### src/design/cidm_cfg.svh
// Purpose: Offsets, field positions, reset values of the CAN irq/diag block
// Assumes: 32-bit AXI4-Lite data, one aligned word per register
// Notes: Definitions only
`ifndef CIDM_CFG_SVH
`define CIDM_CFG_SVH

// Register byte offsets
`define CIDM_OFS_CTRL 8'h00
`define CIDM_OFS_STATUS 8'h04
`define CIDM_OFS_INTERRUPT_IDENTIFIER 8'h08
`define CIDM_OFS_DIAG 8'h0C
`define CIDM_OFS_PEND 8'h10
`define CIDM_OFS_IF1_REQ 8'h14
`define CIDM_OFS_IF1_DATA 8'h18
`define CIDM_OFS_IF2_REQ 8'h1C
`define CIDM_OFS_IF2_MCTL 8'h20
`define CIDM_OFS_IF2_DATA 8'h24
`define CIDM_OFS_IF_CMD 8'h28

// Control register fields
`define CIDM_CTRL_IE 0
`define CIDM_CTRL_SIE 1
`define CIDM_CTRL_EIE 2
`define CIDM_CTRL_TEST 7

// Status register fields
`define CIDM_STS_LEC_LO 0
`define CIDM_STS_TX_SUCCESS_FLAG 3
`define CIDM_STS_RX_SUCCESS_FLAG 4
`define CIDM_STS_ERROR_WARNING_FLAG 6
`define CIDM_STS_BUS_OFF_FLAG 7

// Diagnostic register fields
`define CIDM_DIAG_BASIC 2
`define CIDM_DIAG_SILENT 3
`define CIDM_DIAG_LOOPBACK_ENABLE 4
`define CIDM_DIAG_TX_LO 5
`define CIDM_DIAG_RX 7

// Interface fields
`define CIDM_REQ_BUSY 15
`define CIDM_MCTL_NEW_DATA_FLAG 15
`define CIDM_MCTL_MESSAGE_LOST_FLAG 14
`define CIDM_CMD_CLRPND 8

// Identifier values and reset values
`define CIDM_INTERRUPT_IDENTIFIER_STATUS 16'h8000
`define CIDM_INTERRUPT_IDENTIFIER_NONE 16'h0000
`define CIDM_RST_CTRL 8'h00
`define CIDM_RST_DIAG 8'h00
`define CIDM_RST_STATUS 8'h07

// AXI responses
`define CIDM_RESP_OKAY 2'b00
`define CIDM_RESP_SLVERR 2'b10

`endif

### src/design/cidm_pkg.sv
// Purpose: Types of the CAN irq/diag block
// Assumes: Nothing
// Notes: Constants live in cidm_cfg.svh
package cidm_pkg;

  // Transmit pin source selection
  typedef enum logic [1:0] {
    TXO_NORMAL = 2'b00,
    TXO_SAMPLE = 2'b01,
    TXO_LOW = 2'b10,
    TXO_HIGH = 2'b11
  } cidm_txo_e;

  // Buffer-only transmit sequence
  typedef enum logic [1:0] {
    BTX_IDLE = 2'b00,
    BTX_PEND = 2'b01,
    BTX_SHIFT = 2'b10
  } cidm_btx_e;

endpackage

### src/design/cidm_top.sv
// Purpose: CAN interrupt reporting and diagnostic modes, AXI4-Lite slave
// Assumes: Frame engine, message RAM and bit timing sit outside
// Notes: Inputs synchronous to REF_CLK (40 MHz)
`timescale 1ns/1ps
`include "cidm_cfg.svh"

// Function
// - Status first, then lowest object number
// - Object irq cleared by flag or status read
// - Status write loads code and success fields; only read clears irq
// - Identifier zero means nothing pending
// - Irq line is enable and nonzero identifier
// - Status field irq needs status enable
// - Bus-off/warning irq needs error enable
// - Identifier updates with line enable clear
// - 0x8000 on a status update whose enable is set
// - Readable per-object pending map
// - Clear-pending access advances identifier outside basic mode
// - Diagnostic functions only with test bit
// - Readable receive pin level
// - Silent: recessive out, dominant looped in
// - Loopback: tx routed to rx, still visible
// - Loopback: ignore ack error and pin
// - Loopback plus silent: rx cut, tx recessive
// - Basic: busy locks set one, sends, releases
// - Clearing busy aborts, no retransmission
// - Basic: set two captures every frame
// - Basic: set two keeps flags, length only
// - Two-bit override selects transmit pin source
module cidm_top #(
  parameter int NOBJ = 32, // Message objects
  parameter int IW = 5 // Object index width
) (
  input wire logic REF_CLK, // 40 MHz clock
  input wire logic NRST, // Async reset, low
  input wire logic [7:0] S_AXI_AWADDR, // Write address
  input wire logic S_AXI_AWVALID, // Write address valid
  output logic S_AXI_AWREADY, // Write address ready
  input wire logic [31:0] S_AXI_WDATA, // Write data
  input wire logic [3:0] S_AXI_WSTRB, // Byte enables
  input wire logic S_AXI_WVALID, // Write data valid
  output logic S_AXI_WREADY, // Write data ready
  output logic [1:0] S_AXI_BRESP, // Write response
  output logic S_AXI_BVALID, // Write response valid
  input wire logic S_AXI_BREADY, // Write response ready
  input wire logic [7:0] S_AXI_ARADDR, // Read address
  input wire logic S_AXI_ARVALID, // Read address valid
  output logic S_AXI_ARREADY, // Read address ready
  output logic [31:0] S_AXI_RDATA, // Read data
  output logic [1:0] S_AXI_RRESP, // Read response
  output logic S_AXI_RVALID, // Read data valid
  input wire logic S_AXI_RREADY, // Read data ready
  output logic IRQ, // Interrupt to processor
  input wire logic STS_UPD, // Engine writes status
  input wire logic STS_UPD_ERR, // Update is bus-off/warning kind
  input wire logic [2:0] STS_LEC, // New last error code
  input wire logic STS_TX_SUCCESS_FLAG, // New tx success
  input wire logic STS_RX_SUCCESS_FLAG, // New rx success
  input wire logic STS_ERROR_WARNING_FLAG, // New warning level
  input wire logic STS_BUS_OFF_FLAG, // New bus-off level
  input wire logic OBJ_IRQ_SET, // Object raises irq
  input wire logic [IW-1:0] OBJ_IRQ_IDX, // Object index (number-1)
  input wire logic CORE_TX, // Controller transmit bit
  input wire logic CORE_SAMPLE_PT, // Sample point marker
  output logic CORE_RX, // Receive bit to controller
  output logic CORE_SILENT, // Controller may not start frames
  output logic CORE_ACK_IGNORE, // Ignore ack errors
  input wire logic CAN_RX, // Receive pin
  output logic CAN_TX, // Transmit pin
  output logic BASIC_MODE, // Buffer-only operation
  output logic BASIC_TX_REQ, // Set one waits to be sent
  output logic BASIC_RETRY_EN, // Retransmission allowed
  output logic [31:0] IF1_DATA, // Set one transmit contents
  input wire logic BASIC_TX_LOAD, // Set one loaded at idle bus
  input wire logic BASIC_TX_DONE, // Transmission completed
  input wire logic BASIC_TX_FAIL, // Lost arbitration or error
  input wire logic BASIC_RX_DONE, // Frame received
  input wire logic [31:0] SHIFT_DATA, // Shift register contents
  input wire logic [3:0] SHIFT_DLC // Received length code
);

  // Byte-lane merge of a write into a register
  function automatic logic [31:0] merge_strb(input logic [31:0] old_v,
                                             input logic [31:0] new_v,
                                             input logic [3:0] strb);
    logic [31:0] r;
    r = old_v;
    for (int b = 0; b < 4; b++) begin
      if (strb[b]) begin
        r[b*8 +: 8] = new_v[b*8 +: 8];
      end
    end
    return r;
  endfunction

  // True for a mapped word offset
  function automatic logic is_mapped(input logic [7:0] a);
    return (a[1:0] == 2'b00) && (a <= `CIDM_OFS_IF_CMD);
  endfunction

  // AXI channel state
  logic bvalid_q, bvalid_d; // Write response pending
  logic [1:0] bresp_q, bresp_d; // Write response code
  logic rvalid_q, rvalid_d; // Read data pending
  logic [1:0] rresp_q, rresp_d; // Read response code
  logic [31:0] rdata_q, rdata_d; // Read data
  logic wr_go; // Write accepted now
  logic rd_go; // Read accepted now
  logic [31:0] rd_val; // Selected read value

  // Register state
  logic [7:0] ctrl_q, ctrl_d; // Control register
  logic [7:0] sts_q, sts_d; // Status register
  logic sts_irq_q, sts_irq_d; // Status source pending
  logic [7:0] diag_q, diag_d; // Diagnostic register
  logic [31:0] if1_q, if1_d; // Set one contents
  logic [31:0] if2_q, if2_d; // Set two contents
  logic [3:0] dlc_q, dlc_d; // Set two length code
  logic new_data_flag_q, new_data_flag_d; // Set two new data
  logic message_lost_flag_q, message_lost_flag_d; // Set two lost message
  cidm_pkg::cidm_btx_e btx_q, btx_d; // Basic transmit state

  // Pending map wires
  logic [NOBJ-1:0] pend_map; // Per-object flags
  logic pend_any; // Some object pending
  logic [IW-1:0] pend_top; // Lowest pending index
  logic pclr_en; // Clear one flag
  logic [IW-1:0] pclr_idx; // Flag to clear
  logic sts_read; // Status register read

  // Effective diagnostic controls
  logic test_on; // Test bit
  logic silent_on; // Silent active
  logic loopback_enable_on; // Loopback active
  logic basic_on; // Basic active
  cidm_pkg::cidm_txo_e txo; // Pin source
  logic tx_proto; // Protocol pin value
  logic [15:0] interrupt_identifier; // Interrupt identifier
  logic [31:0] wmask; // Merged write value

  // Handshakes: address and data taken together
  assign wr_go = S_AXI_AWVALID && S_AXI_WVALID && !bvalid_q;
  assign rd_go = S_AXI_ARVALID && !rvalid_q;
  assign S_AXI_AWREADY = wr_go;
  assign S_AXI_WREADY = wr_go;
  assign S_AXI_ARREADY = !rvalid_q;
  assign S_AXI_BVALID = bvalid_q;
  assign S_AXI_BRESP = bresp_q;
  assign S_AXI_RVALID = rvalid_q;
  assign S_AXI_RRESP = rresp_q;
  assign S_AXI_RDATA = rdata_q;

  // Diagnostic bits gated by the test bit
  assign test_on = ctrl_q[`CIDM_CTRL_TEST];
  assign silent_on = test_on && diag_q[`CIDM_DIAG_SILENT];
  assign loopback_enable_on = test_on && diag_q[`CIDM_DIAG_LOOPBACK_ENABLE];
  assign basic_on = test_on && diag_q[`CIDM_DIAG_BASIC];
  assign txo = test_on ? cidm_pkg::cidm_txo_e'(diag_q[`CIDM_DIAG_TX_LO +: 2])
                       : cidm_pkg::TXO_NORMAL;

  // Protocol drive: silent or combined mode keeps pin recessive
  assign tx_proto = silent_on ? 1'b1 : CORE_TX;

  // Transmit pin source select
  always_comb begin
    case (txo)
      cidm_pkg::TXO_NORMAL: CAN_TX = tx_proto;
      cidm_pkg::TXO_SAMPLE: CAN_TX = CORE_SAMPLE_PT;
      cidm_pkg::TXO_LOW: CAN_TX = 1'b0;
      cidm_pkg::TXO_HIGH: CAN_TX = 1'b1;
      default: CAN_TX = tx_proto;
    endcase
  end

  // Receive path into the controller
  always_comb begin
    if (loopback_enable_on) begin
      CORE_RX = CORE_TX;
    end else if (silent_on) begin
      CORE_RX = CAN_RX & CORE_TX;
    end else begin
      CORE_RX = CAN_RX;
    end
  end

  assign CORE_SILENT = silent_on;
  assign CORE_ACK_IGNORE = loopback_enable_on;
  assign BASIC_MODE = basic_on;
  assign BASIC_TX_REQ = basic_on && (btx_q == cidm_pkg::BTX_PEND);
  assign BASIC_RETRY_EN = basic_on && (btx_q != cidm_pkg::BTX_IDLE);
  assign IF1_DATA = if1_q;

  // Identifier: status source ranks first, then lowest object
  always_comb begin
    if (sts_irq_q) begin
      interrupt_identifier = `CIDM_INTERRUPT_IDENTIFIER_STATUS;
    end else if (pend_any) begin
      interrupt_identifier = 16'(pend_top) + 16'h0001;
    end else begin
      interrupt_identifier = `CIDM_INTERRUPT_IDENTIFIER_NONE;
    end
  end

  // Line follows identifier, gated by enable only
  assign IRQ = ctrl_q[`CIDM_CTRL_IE] && (interrupt_identifier != `CIDM_INTERRUPT_IDENTIFIER_NONE);

  assign sts_read = rd_go && (S_AXI_ARADDR == `CIDM_OFS_STATUS);
  // Command-mask clear is not evaluated in basic mode
  assign pclr_en = wr_go && !basic_on && (S_AXI_AWADDR == `CIDM_OFS_IF_CMD) &&
                   S_AXI_WSTRB[1] && S_AXI_WDATA[`CIDM_CMD_CLRPND];
  assign pclr_idx = S_AXI_WDATA[IW-1:0];

  // Object pending flags and priority encoder
  cidm_pend_map #(.NOBJ(NOBJ), .IW(IW)) u_pend (
    .clk(REF_CLK),
    .rst_n(NRST),
    .set_en(OBJ_IRQ_SET),
    .set_idx(OBJ_IRQ_IDX),
    .clr_en(pclr_en),
    .clr_idx(pclr_idx),
    .clr_all(sts_read),
    .map_q(pend_map),
    .any_q(pend_any),
    .top_q(pend_top)
  );

  // Read value mux
  always_comb begin
    rd_val = 32'h0000_0000;
    case (S_AXI_ARADDR)
      `CIDM_OFS_CTRL: rd_val = {24'h000000, ctrl_q};
      `CIDM_OFS_STATUS: rd_val = {24'h000000, sts_q};
      `CIDM_OFS_INTERRUPT_IDENTIFIER: rd_val = {16'h0000, interrupt_identifier};
      `CIDM_OFS_DIAG: rd_val = {24'h000000, CAN_RX, diag_q[6:0]};
      `CIDM_OFS_PEND: rd_val = 32'(pend_map);
      `CIDM_OFS_IF1_REQ: rd_val = {16'h0000, btx_q != cidm_pkg::BTX_IDLE, 15'h0000};
      `CIDM_OFS_IF1_DATA: rd_val = if1_q;
      `CIDM_OFS_IF2_REQ: rd_val = 32'h0000_0000;
      `CIDM_OFS_IF2_MCTL: rd_val = {16'h0000, new_data_flag_q, message_lost_flag_q, 10'h000, dlc_q};
      `CIDM_OFS_IF2_DATA: rd_val = if2_q;
      default: rd_val = 32'h0000_0000;
    endcase
  end

  // AXI next state
  always_comb begin
    bvalid_d = bvalid_q;
    bresp_d = bresp_q;
    rvalid_d = rvalid_q;
    rresp_d = rresp_q;
    rdata_d = rdata_q;
    if (bvalid_q && S_AXI_BREADY) begin
      bvalid_d = 1'b0;
    end
    if (wr_go) begin
      bvalid_d = 1'b1;
      bresp_d = is_mapped(S_AXI_AWADDR) ? `CIDM_RESP_OKAY : `CIDM_RESP_SLVERR;
    end
    if (rvalid_q && S_AXI_RREADY) begin
      rvalid_d = 1'b0;
    end
    if (rd_go) begin
      rvalid_d = 1'b1;
      rdata_d = rd_val;
      rresp_d = is_mapped(S_AXI_ARADDR) ? `CIDM_RESP_OKAY : `CIDM_RESP_SLVERR;
    end
  end

  // AXI registers
  always_ff @(posedge REF_CLK or negedge NRST) begin
    if (!NRST) begin
      bvalid_q <= 1'b0;
      bresp_q <= `CIDM_RESP_OKAY;
      rvalid_q <= 1'b0;
      rresp_q <= `CIDM_RESP_OKAY;
      rdata_q <= 32'h0000_0000;
    end else begin
      bvalid_q <= bvalid_d;
      bresp_q <= bresp_d;
      rvalid_q <= rvalid_d;
      rresp_q <= rresp_d;
      rdata_q <= rdata_d;
    end
  end

  // Control, status, diagnostic and interface next state
  always_comb begin
    ctrl_d = ctrl_q;
    sts_d = sts_q;
    sts_irq_d = sts_irq_q;
    diag_d = diag_q;
    if1_d = if1_q;
    if2_d = if2_q;
    dlc_d = dlc_q;
    new_data_flag_d = new_data_flag_q;
    message_lost_flag_d = message_lost_flag_q;
    btx_d = btx_q;
    wmask = 32'h0000_0000;
    // Software writes
    if (wr_go) begin
      case (S_AXI_AWADDR)
        `CIDM_OFS_CTRL: begin
          wmask = merge_strb({24'h000000, ctrl_q}, S_AXI_WDATA, S_AXI_WSTRB);
          ctrl_d = wmask[7:0];
        end
        `CIDM_OFS_STATUS: begin
          // Only success and error-code fields are writable
          wmask = merge_strb({24'h000000, sts_q}, S_AXI_WDATA, S_AXI_WSTRB);
          sts_d[4:0] = wmask[4:0];
        end
        `CIDM_OFS_DIAG: begin
          wmask = merge_strb({24'h000000, diag_q}, S_AXI_WDATA, S_AXI_WSTRB);
          diag_d = {1'b0, wmask[6:0]};
        end
        `CIDM_OFS_IF1_DATA: begin
          // Locked while a transmission is pending
          if (btx_q == cidm_pkg::BTX_IDLE) begin
            if1_d = merge_strb(if1_q, S_AXI_WDATA, S_AXI_WSTRB);
          end
        end
        `CIDM_OFS_IF1_REQ: begin
          if (S_AXI_WSTRB[1] && basic_on) begin
            if (S_AXI_WDATA[`CIDM_REQ_BUSY]) begin
              if (btx_q == cidm_pkg::BTX_IDLE) begin
                btx_d = cidm_pkg::BTX_PEND;
              end
            end else begin
              btx_d = cidm_pkg::BTX_IDLE;
            end
          end
        end
        `CIDM_OFS_IF2_REQ: begin
          // Busy request copies the live shift register
          if (S_AXI_WSTRB[1] && basic_on && S_AXI_WDATA[`CIDM_REQ_BUSY]) begin
            if2_d = SHIFT_DATA;
            dlc_d = SHIFT_DLC;
          end
        end
        `CIDM_OFS_IF2_MCTL: begin
          if (S_AXI_WSTRB[1]) begin
            new_data_flag_d = S_AXI_WDATA[`CIDM_MCTL_NEW_DATA_FLAG];
            message_lost_flag_d = S_AXI_WDATA[`CIDM_MCTL_MESSAGE_LOST_FLAG];
          end
        end
        default: begin
        end
      endcase
    end
    // Status read clears the status source
    if (sts_read) begin
      sts_irq_d = 1'b0;
    end
    // Engine status update overrides software and raises source if its enable is set
    if (STS_UPD) begin
      sts_d = {STS_BUS_OFF_FLAG, STS_ERROR_WARNING_FLAG, 1'b0, STS_RX_SUCCESS_FLAG, STS_TX_SUCCESS_FLAG, STS_LEC};
      if (STS_UPD_ERR ? ctrl_q[`CIDM_CTRL_EIE] : ctrl_q[`CIDM_CTRL_SIE]) begin
        sts_irq_d = 1'b1;
      end
    end
    // Basic transmit sequence
    if (!basic_on) begin
      btx_d = cidm_pkg::BTX_IDLE;
    end else begin
      case (btx_q)
        cidm_pkg::BTX_PEND: begin
          // An abort in the same cycle beats the load
          if (BASIC_TX_LOAD && btx_d == cidm_pkg::BTX_PEND) begin
            btx_d = cidm_pkg::BTX_SHIFT;
          end
        end
        cidm_pkg::BTX_SHIFT: begin
          if (BASIC_TX_DONE) begin
            btx_d = cidm_pkg::BTX_IDLE;
          end else if (BASIC_TX_FAIL && btx_d != cidm_pkg::BTX_IDLE) begin
            btx_d = cidm_pkg::BTX_PEND;
          end
        end
        cidm_pkg::BTX_IDLE: begin
        end
        default: btx_d = cidm_pkg::BTX_IDLE;
      endcase
    end
    // In basic mode every received frame lands in set two unfiltered
    if (basic_on && BASIC_RX_DONE) begin
      if2_d = SHIFT_DATA;
      dlc_d = SHIFT_DLC;
      message_lost_flag_d = message_lost_flag_q | new_data_flag_q;
      new_data_flag_d = 1'b1;
    end
  end

  // Register update
  always_ff @(posedge REF_CLK or negedge NRST) begin
    if (!NRST) begin
      ctrl_q <= `CIDM_RST_CTRL;
      sts_q <= `CIDM_RST_STATUS;
      sts_irq_q <= 1'b0;
      diag_q <= `CIDM_RST_DIAG;
      if1_q <= 32'h0000_0000;
      if2_q <= 32'h0000_0000;
      dlc_q <= 4'h0;
      new_data_flag_q <= 1'b0;
      message_lost_flag_q <= 1'b0;
      btx_q <= cidm_pkg::BTX_IDLE;
    end else begin
      ctrl_q <= ctrl_d;
      sts_q <= sts_d;
      sts_irq_q <= sts_irq_d;
      diag_q <= diag_d;
      if1_q <= if1_d;
      if2_q <= if2_d;
      dlc_q <= dlc_d;
      new_data_flag_q <= new_data_flag_d;
      message_lost_flag_q <= message_lost_flag_d;
      btx_q <= btx_d;
    end
  end

endmodule

### src/design/cidm_pend_map.sv
// Purpose: Per-object pending flags with registered priority encoder
// Assumes: Object number is index plus one
// Notes: Set wins over any clear in the same cycle
`timescale 1ns/1ps
module cidm_pend_map #(
  parameter int NOBJ = 32,
  parameter int IW = 5
) (
  input wire logic clk, // Clock
  input wire logic rst_n, // Async reset, low
  input wire logic set_en, // Set pulse
  input wire logic [IW-1:0] set_idx, // Index to set
  input wire logic clr_en, // Clear pulse
  input wire logic [IW-1:0] clr_idx, // Index to clear
  input wire logic clr_all, // Clear every flag
  output logic [NOBJ-1:0] map_q, // Pending flags
  output logic any_q, // Some flag pending
  output logic [IW-1:0] top_q // Lowest pending index
);

  logic [NOBJ-1:0] map_d; // Next flags
  logic any_d; // Next any
  logic [IW-1:0] top_d; // Next lowest index

  // Next flags, then lowest set index wins
  always_comb begin
    map_d = map_q;
    if (clr_all) begin
      map_d = '0;
    end
    if (clr_en) begin
      map_d[clr_idx] = 1'b0;
    end
    if (set_en) begin
      map_d[set_idx] = 1'b1;
    end
    any_d = |map_d;
    top_d = '0;
    for (int i = NOBJ - 1; i >= 0; i--) begin
      if (map_d[i]) begin
        top_d = IW'(i);
      end
    end
  end

  // Register flags and encoder result
  always_ff @(posedge clk or negedge rst_n) begin
    if (!rst_n) begin
      map_q <= '0;
      any_q <= 1'b0;
      top_q <= '0;
    end else begin
      map_q <= map_d;
      any_q <= any_d;
      top_q <= top_d;
    end
  end

endmodule

### config.mk
export PLATFORM = sky130hd
export DESIGN_NAME = cidm_top
export DESIGN_NICKNAME = d
export VERILOG_FILES = /design/src/design/cidm_pkg.sv /design/src/design/cidm_top.sv /design/src/design/cidm_pend_map.sv
export VERILOG_INCLUDE_DIRS = /design/src /design/src/design
export SDC_FILE = /design/constraint.sdc
export NUM_CORES = 1
export LEC_CHECK = 0
export BUFFER_PORTS_ARGS = -buffer_cell sky130_fd_sc_hd__buf_2
export CORE_MARGIN = 2
export CORE_UTILIZATION = 45
export DETAILED_ROUTE_END_ITERATION = 12
export HOLD_SLACK_MARGIN = 0.05
export PLACE_DENSITY = 0.69
export SETUP_SLACK_MARGIN = 0.5
export SYNTH_ARGS = -nofsm -noshare
export SYNTH_HDL_FRONTEND = slang
export SYNTH_SLANG_ARGS = --single-unit
### constraint.sdc
create_clock -name REF_CLK -period 3.3 [get_ports REF_CLK]
set_input_delay 0.165 -clock REF_CLK [delete_from_list [all_inputs] [get_ports REF_CLK]]
set_output_delay 0.165 -clock REF_CLK [all_outputs]
set_load 0.02 [all_outputs]
Yosys cells after proc, flatten, opt, wreduce, memory -nomap -nowiden
Cells that the tools add are included.
- flip-flop bits (word level): 171
- input bits: 117
- output and inout port bits: 81
- logic and storage cells: 199
- add/subtract/negate cells: 1
- order comparisons: 6
- equality and inequality tests: 21
- multiplexer cells: 87
- bitwise logic cells: 5
- reductions and logical operators: 57
- operators with widths (cell ; number):
    $pmux 32 s9 ; 1
    $mux 32 ; 7
    $mux 5 ; 36
    $eq 8x5->1 const B ; 6
    $and 32x32->32 ; 1
    $eq 8x6->1 const B ; 4
    $not 32->32 ; 1
    $or 32x32->32 ; 1
    $reduce_or 32->1 ; 1
    $logic_and 1x1->1 ; 25
    $eq 8x4->1 const B ; 3
    $mux 2 ; 12
    $reduce_bool 2->1 ; 12
    $mux 1 ; 21
    $eq 8x3->1 const B ; 2
    $le 8x6->1 const B ; 2
    $logic_not 8->1 ; 2
    $mux 16 ; 1
    $mux 4 ; 4
    $reduce_and 4->1 ; 4
    $reduce_bool 16->1 ; 1
    $reduce_and 3->1 ; 5
    $lt 5x6->1 const B ; 2
    $demux 1 s5 ; 2
    11 further kinds ; 21

Longest topological paths before layout
- word-level depth: 41
- gate-level depth with buffers: 11
- depth with buffers taken out: 9

Hierarchy
From an unflattened synthesis, not the netlist that was laid out.
- cells, all modules: 806
- area, all modules: 8629.5 um^2
- by module, submodules not included (module ; instances ; cells each ; area an instance (um^2) ; sequential area each (um^2)):
    cidm_top ; 1 ; 580 ; 6432.4 ; 3281.9
    cidm_pend_map ; 1 ; 226 ; 2197.1 ; 950.9

Worst setup path before layout
Ideal clock, no wire load.
- path type: register -> register
- start: register bvalid_q, in the netlist S_AXI_BVALID
- end: register u_pend.any_q
- library setup time: 0.130 ns
- data arrival time: 2.314 ns
- data required time: 3.170 ns
- slack: 0.856 ns
- cell stages (with the launch flop): 11
- buffers on the path: 2
- clock period less this slack: 2.444 ns
- path through: dfrtp_1 and4b_1 and4_1 buf_4 buf_6 nand4_1 a32oi_1 nand2_1 or3_1 nor3_1 nand3b_1
- longest elaborated chain between the ends: 10
- ends and longest elaborated chain (what ; line ; RTL):
    from (decl) ; cidm_top.sv:102 ; logic bvalid_q, bvalid_d;
    from (signal assigned) ; cidm_top.sv:278 ; bvalid_q <= bvalid_d;
    $logic_not 1->1 * ; cidm_top.sv:142 ; assign wr_go = S_AXI_AWVALID && S_AXI_WVALID && !bvalid_q;
    $logic_and 1x1->1 * ; cidm_top.sv:142 ;
    $logic_and 1x1->1 * (4 in series) ; cidm_top.sv:209 ; assign pclr_en = wr_go && !basic_on && (S_AXI_AWADDR == `CIDM_OFS_IF_CMD) &&
    $mux 32 * ; cidm_pend_map.sv:31 ; if (clr_en) begin
    $or 32x32->32 (no line) ; n/a ;
    $mux 32 * ; cidm_pend_map.sv:34 ; if (set_en) begin
    $reduce_or 32->1 * ; cidm_pend_map.sv:37 ; any_d = |map_d;
    named net u_pend.any_d ; cidm_pend_map.sv:22 ; logic any_d;
    to (signal assigned) ; cidm_pend_map.sv:54 ; any_q <= any_d;
    to (decl) ; cidm_pend_map.sv:17 ; output logic any_q,
The timed path passes the listed nets; every way through them passes the cells marked *.
A chain may end at the register's enable or synchronous reset.

Worst setup path after layout
- start: register bvalid_q, in the netlist S_AXI_BVALID
- end: register u_pend.any_q
- longest elaborated chain between the ends: 10
- ends and longest elaborated chain (what ; line ; RTL):
    $logic_not 1->1 * ; cidm_top.sv:142 ;
    $logic_and 1x1->1 * ; cidm_top.sv:142 ;
    $logic_and 1x1->1 * (4 in series) ; cidm_top.sv:209 ;
    $mux 32 * ; cidm_pend_map.sv:31 ;
    $or 32x32->32 (no line) ; n/a ;
    $mux 32 * ; cidm_pend_map.sv:34 ;
    named net u_pend.map_d[24] ; cidm_pend_map.sv:21 ; logic [NOBJ-1:0] map_d;
    $reduce_or 32->1 * ; cidm_pend_map.sv:37 ;
    named net u_pend.any_d ; cidm_pend_map.sv:22 ;
Marks and branches as above.

==> run_results.csv <==
group,metric,value,unit
logic_synthesis,asyncSetResetFlopFracSynth,100.0,%
final_layout,multi_input_area,0.003706,mm2
logic_synthesis,synth.area.top_cells,"sky130_fd_sc_hd__dfrtp_1 51%, sky130_fd_sc_hd__mux2_2 12%, sky130_fd_sc_hd__a222oi_1 4.7%, sky130_fd_sc_hd__nand2_1 3.4%, sky130_fd_sc_hd__o21ai_0 2.2%",
placement,gpl_congestion,0.9446,
clocking,cts-root-to-sink-buffers,2,
clocking,clock_tree_from_tritoncts,"done",
sta,slew_headroom,51.80,%
sta,worst_case_hold_slack,0.06882,ns
global_routing,globalRouteTotalUtil,26.31,%
clocking,cts_made_buffers,17,
clocking,clock_tree.htree_level_count,4,
sta,timing.final.ws_setup,0.5807,ns
sta,finalSetupViolations,0,
final_layout,post_route_cells_drive_above_1_share,34.65,%
logic_synthesis,synth_unique_cells,68,
sta,period_share,82.40,%
placement,detailed_place_hpwl,17590,um
logic_synthesis,synth_area,0.008109,mm2
sta,period_needed,2.719,ns
floorplanning,std_cell_rows,49,
sta,grt_setup_unrepaired,"true",
placement,io_buffers,195,
floorplanning,initial_core_utilization,45.45,%
logic_synthesis,synth-edff-count,0,
floorplanning,die_y,138.2,um
floorplanning,die_width,138.2,um
hold_path,worst_hold_path_type,"input port to flop",
power_and_ir_drop,irDropWorstVdd,401.2,uV
drt,drt_iter0_drcs,711,
job,max_cap_viol_count,0,
drt,vias,7425,
drt,routed_via_density,5.978,
clocking,cts.sinks,169,
drt,route.detailed.wl_per_inst,20.27,um
logic_synthesis,netlist_instances,729,
sta,setup_total_negative_slack,0,ns
final_layout,post-route-util,60.29,%
sta,max_freq,367.7,MHz
final_layout,antenna_cells_inserted,0,
power_and_ir_drop,power_frac_clock,38.7,%
final_layout,fillerInstances,1468,
logic_synthesis,avg_cell_area_syn,11.12,um2
critical_path,timing.critical_path.buf_inv,1,
logic_synthesis,synthDominantAreaCellType,"sky130_fd_sc_hd__dfrtp_1",
power_and_ir_drop,power_density,463.8,mW/mm2
power_and_ir_drop,leakage,0.005118,uW
logic_synthesis,synth-main-ff-cell,"sky130_fd_sc_hd__dfrtp_1",
placement,dpl_worst_slack,0.5395,ns
drt,wl_met2,11830,um
clocking,clkSlewWorstSetupHoldPaths,0.07,ns
clocking,clk-insertion-delay-late,0.44,ns
floorplanning,top_level_ports,198,
logic_synthesis,yosys_warnings,0,
global_routing,grt_start_max_net_pins,82,
sta,final-max-slew-violation-count,0,
power_and_ir_drop,cellInternalPower,3585,uW
drt,dr.max_layer_used,"met4",
critical_path,timing.critical_path.slowest_stage_cell,"sky130_fd_sc_hd__or3_1",
global_routing,via_count_of_the_first_global_routing_pass,7240,
drt,drcViolationCount,0,
status,status,"finished, final reports clean",
critical_path,max_stage_delay,0.41,ns
final_layout,final_net_count,1118,
global_routing,grt_first_pass_wirelength,40020,um
power_and_ir_drop,power_switching,1403,uW
sta,timing.final.hold_violations,0,
floorplanning,core_outline_area,0.01784,mm2
critical_path,path_max_fanout,16,
critical_path,cp_data_arrival_time,3.04,ns
drt,drtAntennaViolNets,0,
drt,firstDrtPassIters,7,
power_and_ir_drop,share_comb_of_total_power,14.4,%
final_layout,area_delta_synth_final,32.65,%
power_and_ir_drop,power.share.sequential,46.9,%
critical_path,required_time_of_the_worst_setup_path,3.62,ns
logic_synthesis,synth-seq-area-share,52.20,%
sta,tightestPinTransition,0.7203,ns
drt,drt-total-wl,25180,um
sta,skew,0.008214,ns
critical_path,start_kind,"flop",
critical_path,endpoint_type_of_the_worst_setup_path,"flop",
critical_path,crit_family,"simple AND/OR/NAND/NOR gates",
power_and_ir_drop,p_sw_share,28.13,%
floorplanning,dieArea,0.01911,mm2
critical_path,critical_path.cell_chain,"and4b_1 > and4_1 > buf_4 > nand4_1 > a32o_1 > nand2b_1 > or3_1 > nor3_1 > nand3b_1",
drt,met1_length,11060,um
logic_synthesis,netlist.area_leader.share,51.23,%
critical_path,crit_type,"flop to flop",
drt,routed_wire_length_on_met3,1905,um
global_routing,grt_overflow,0,
final_layout,sequential_cell_area,0.004233,mm2
power_and_ir_drop,totalPowerFinal,4988,uW
logic_synthesis,synth_seq_cells,169,
global_routing,antenna_violations_before_repair,0,
clocking,cts-root-buf,"sky130_fd_sc_hd__clkbuf_16",
==> state kept, by name (all words and copies together) (netlist names), 2 cells and up <==
signal / cells
IF1_DATA: 32
if2_q: 32
sts_q: 7
diag_q: 7
btx_q: 2
u_pend.top_q: 5
u_pend.map_q: 32
ctrl_q: 8
S_AXI_RDATA: 32
dlc_q: 4
==> placed cells by master (no fill, tap or decap), drive strengths merged, types with 10 or more instances in the layout <==
cell type	n
nand3	10
inv	23
nand2b	11
a21oi	14
nor4	20
nor2	40
mux2	87
dfrtp	166
nand4	24
buf	207
clkbuf	19
a222oi	38
dlygate4sd3	80
o21ai	38
o22ai	14
nand2	73
==> worst paths after layout <==
kind	start	to	slack (ns)	cells after the start
max	S_AXI_BVALID	u_pend.any_q	0.58	9
min in group asynchronous	NRST	sts_q[7]	0.25	2
max in group asynchronous	NRST	if2_q[15]	2.16	3
max reg2reg	S_AXI_BVALID	u_pend.any_q	0.58	9
min reg2reg	S_AXI_RDATA[1]	S_AXI_RDATA[1]	0.47	2
min	STS_UPD	sts_q[1]	0.07	3
==> synth_stat cells, types with 3 or more instances <==
cell type / n
sky130_fd_sc_hd__nor4_1: 19
sky130_fd_sc_hd__a22oi_1: 5
sky130_fd_sc_hd__inv_1: 19
sky130_fd_sc_hd__mux2i_1: 8
sky130_fd_sc_hd__nand2_1: 73
sky130_fd_sc_hd__nor2b_1: 9
sky130_fd_sc_hd__o22a_1: 4
sky130_fd_sc_hd__nor2_1: 40
sky130_fd_sc_hd__a32oi_1: 8
sky130_fd_sc_hd__nand2b_1: 11
sky130_fd_sc_hd__clkbuf_1: 27
sky130_fd_sc_hd__o21ai_0: 36
sky130_fd_sc_hd__mux2_2: 87
sky130_fd_sc_hd__a222oi_1: 38
sky130_fd_sc_hd__xor2_1: 3
sky130_fd_sc_hd__dfstp_2: 3
sky130_fd_sc_hd__or2_2: 4
sky130_fd_sc_hd__nor3b_1: 5
sky130_fd_sc_hd__and3_1: 5
sky130_fd_sc_hd__nand4_1: 23
sky130_fd_sc_hd__a2111oi_0: 3
sky130_fd_sc_hd__a31oi_1: 8
sky130_fd_sc_hd__nor3_1: 8
sky130_fd_sc_hd__nand3b_1: 4
sky130_fd_sc_hd__o211ai_1: 3
sky130_fd_sc_hd__dfrtp_1: 166
sky130_fd_sc_hd__or3_1: 3
sky130_fd_sc_hd__a21o_1: 9
sky130_fd_sc_hd__a21oi_1: 14
sky130_fd_sc_hd__a32o_1: 8
sky130_fd_sc_hd__buf_4: 5
sky130_fd_sc_hd__and2_1: 5
sky130_fd_sc_hd__o22ai_1: 14
sky130_fd_sc_hd__nand3_1: 10
==> logic make-up after synthesis <==
| group | count (synthesis) | share of synthesized area [%] |
|---|---|---|
| AOI/OAI and AO/OA | 170 | 15.77 |
| xor gates and xnor gates | 3 | 0.3241 |
| adders and majority gates | 1 | 0.1543 |
| buffers and inverters | 55 | 2.901 |
| DFF | 169 | 52.20 |
| muxes | 95 | 13.07 |
| other | 1 | 0.04624 |
| and+or+nand+nor | 235 | 15.54 |
==> area by class of cell <==
class	count	area share [%]
sequential	169	39.35
multi-input combinational	506	34.45
timing repair buffer	287	17.65
clock buffer	19	4.118
tap	229	2.664
clock inverter	13	1.105
inverter	19	0.6630
==> per-layer routing <==
layer / GRT usage [%] / vias to the layer above
li1: - / 3355
met1: 37.32 / 3681
met2: 40.91 / 352
met3: 5.507 / 37
met4: 8.217 / 0
met5: 0 / -
==> timing repair <==
| action | 4_1_cts | 5_1_grt |
|---|---|---|
| endpoints found under the setup margin | 0 | 4 |
| gates resized for setup | 0 | 8 |
| setup buffers | 0 | 1 |
| hold endpoints to repair | 134 | 0 |
| hold buffers | 80 | 0 |
==> power by group through the flow <==
stage          combinational [uW]  sequential, uW  clock [uW]
6_report                      720            2340        1930
5_1_grt                       784            2350        2050
4_1_cts                       694            2330        1950
3_5_place_dp                  615            2370           0
3_3_place_gp                  617            2370           0
2_1_floorplan                 356            2330           0
==> worst min-delay path: cells and delay by family <==
family                 cells  cell delay (ns)
AO/OA/AOI/OAI              1             0.07
AND/OR/NAND/NOR            1             0.08
buffers and inverters      1             0.18
==> through the flow <==
step | cell area (um2) | cells
3_3_place_gp | 9340 | 1129
5_1_grt | 10760 | 1242
2_1_floorplan | 8113 | 730
6_report | 10760 | 1242
3_5_place_dp | 9340 | 1129
4_1_cts | 10700 | 1241
Note: power is estimated with default switching activity, not from simulation.
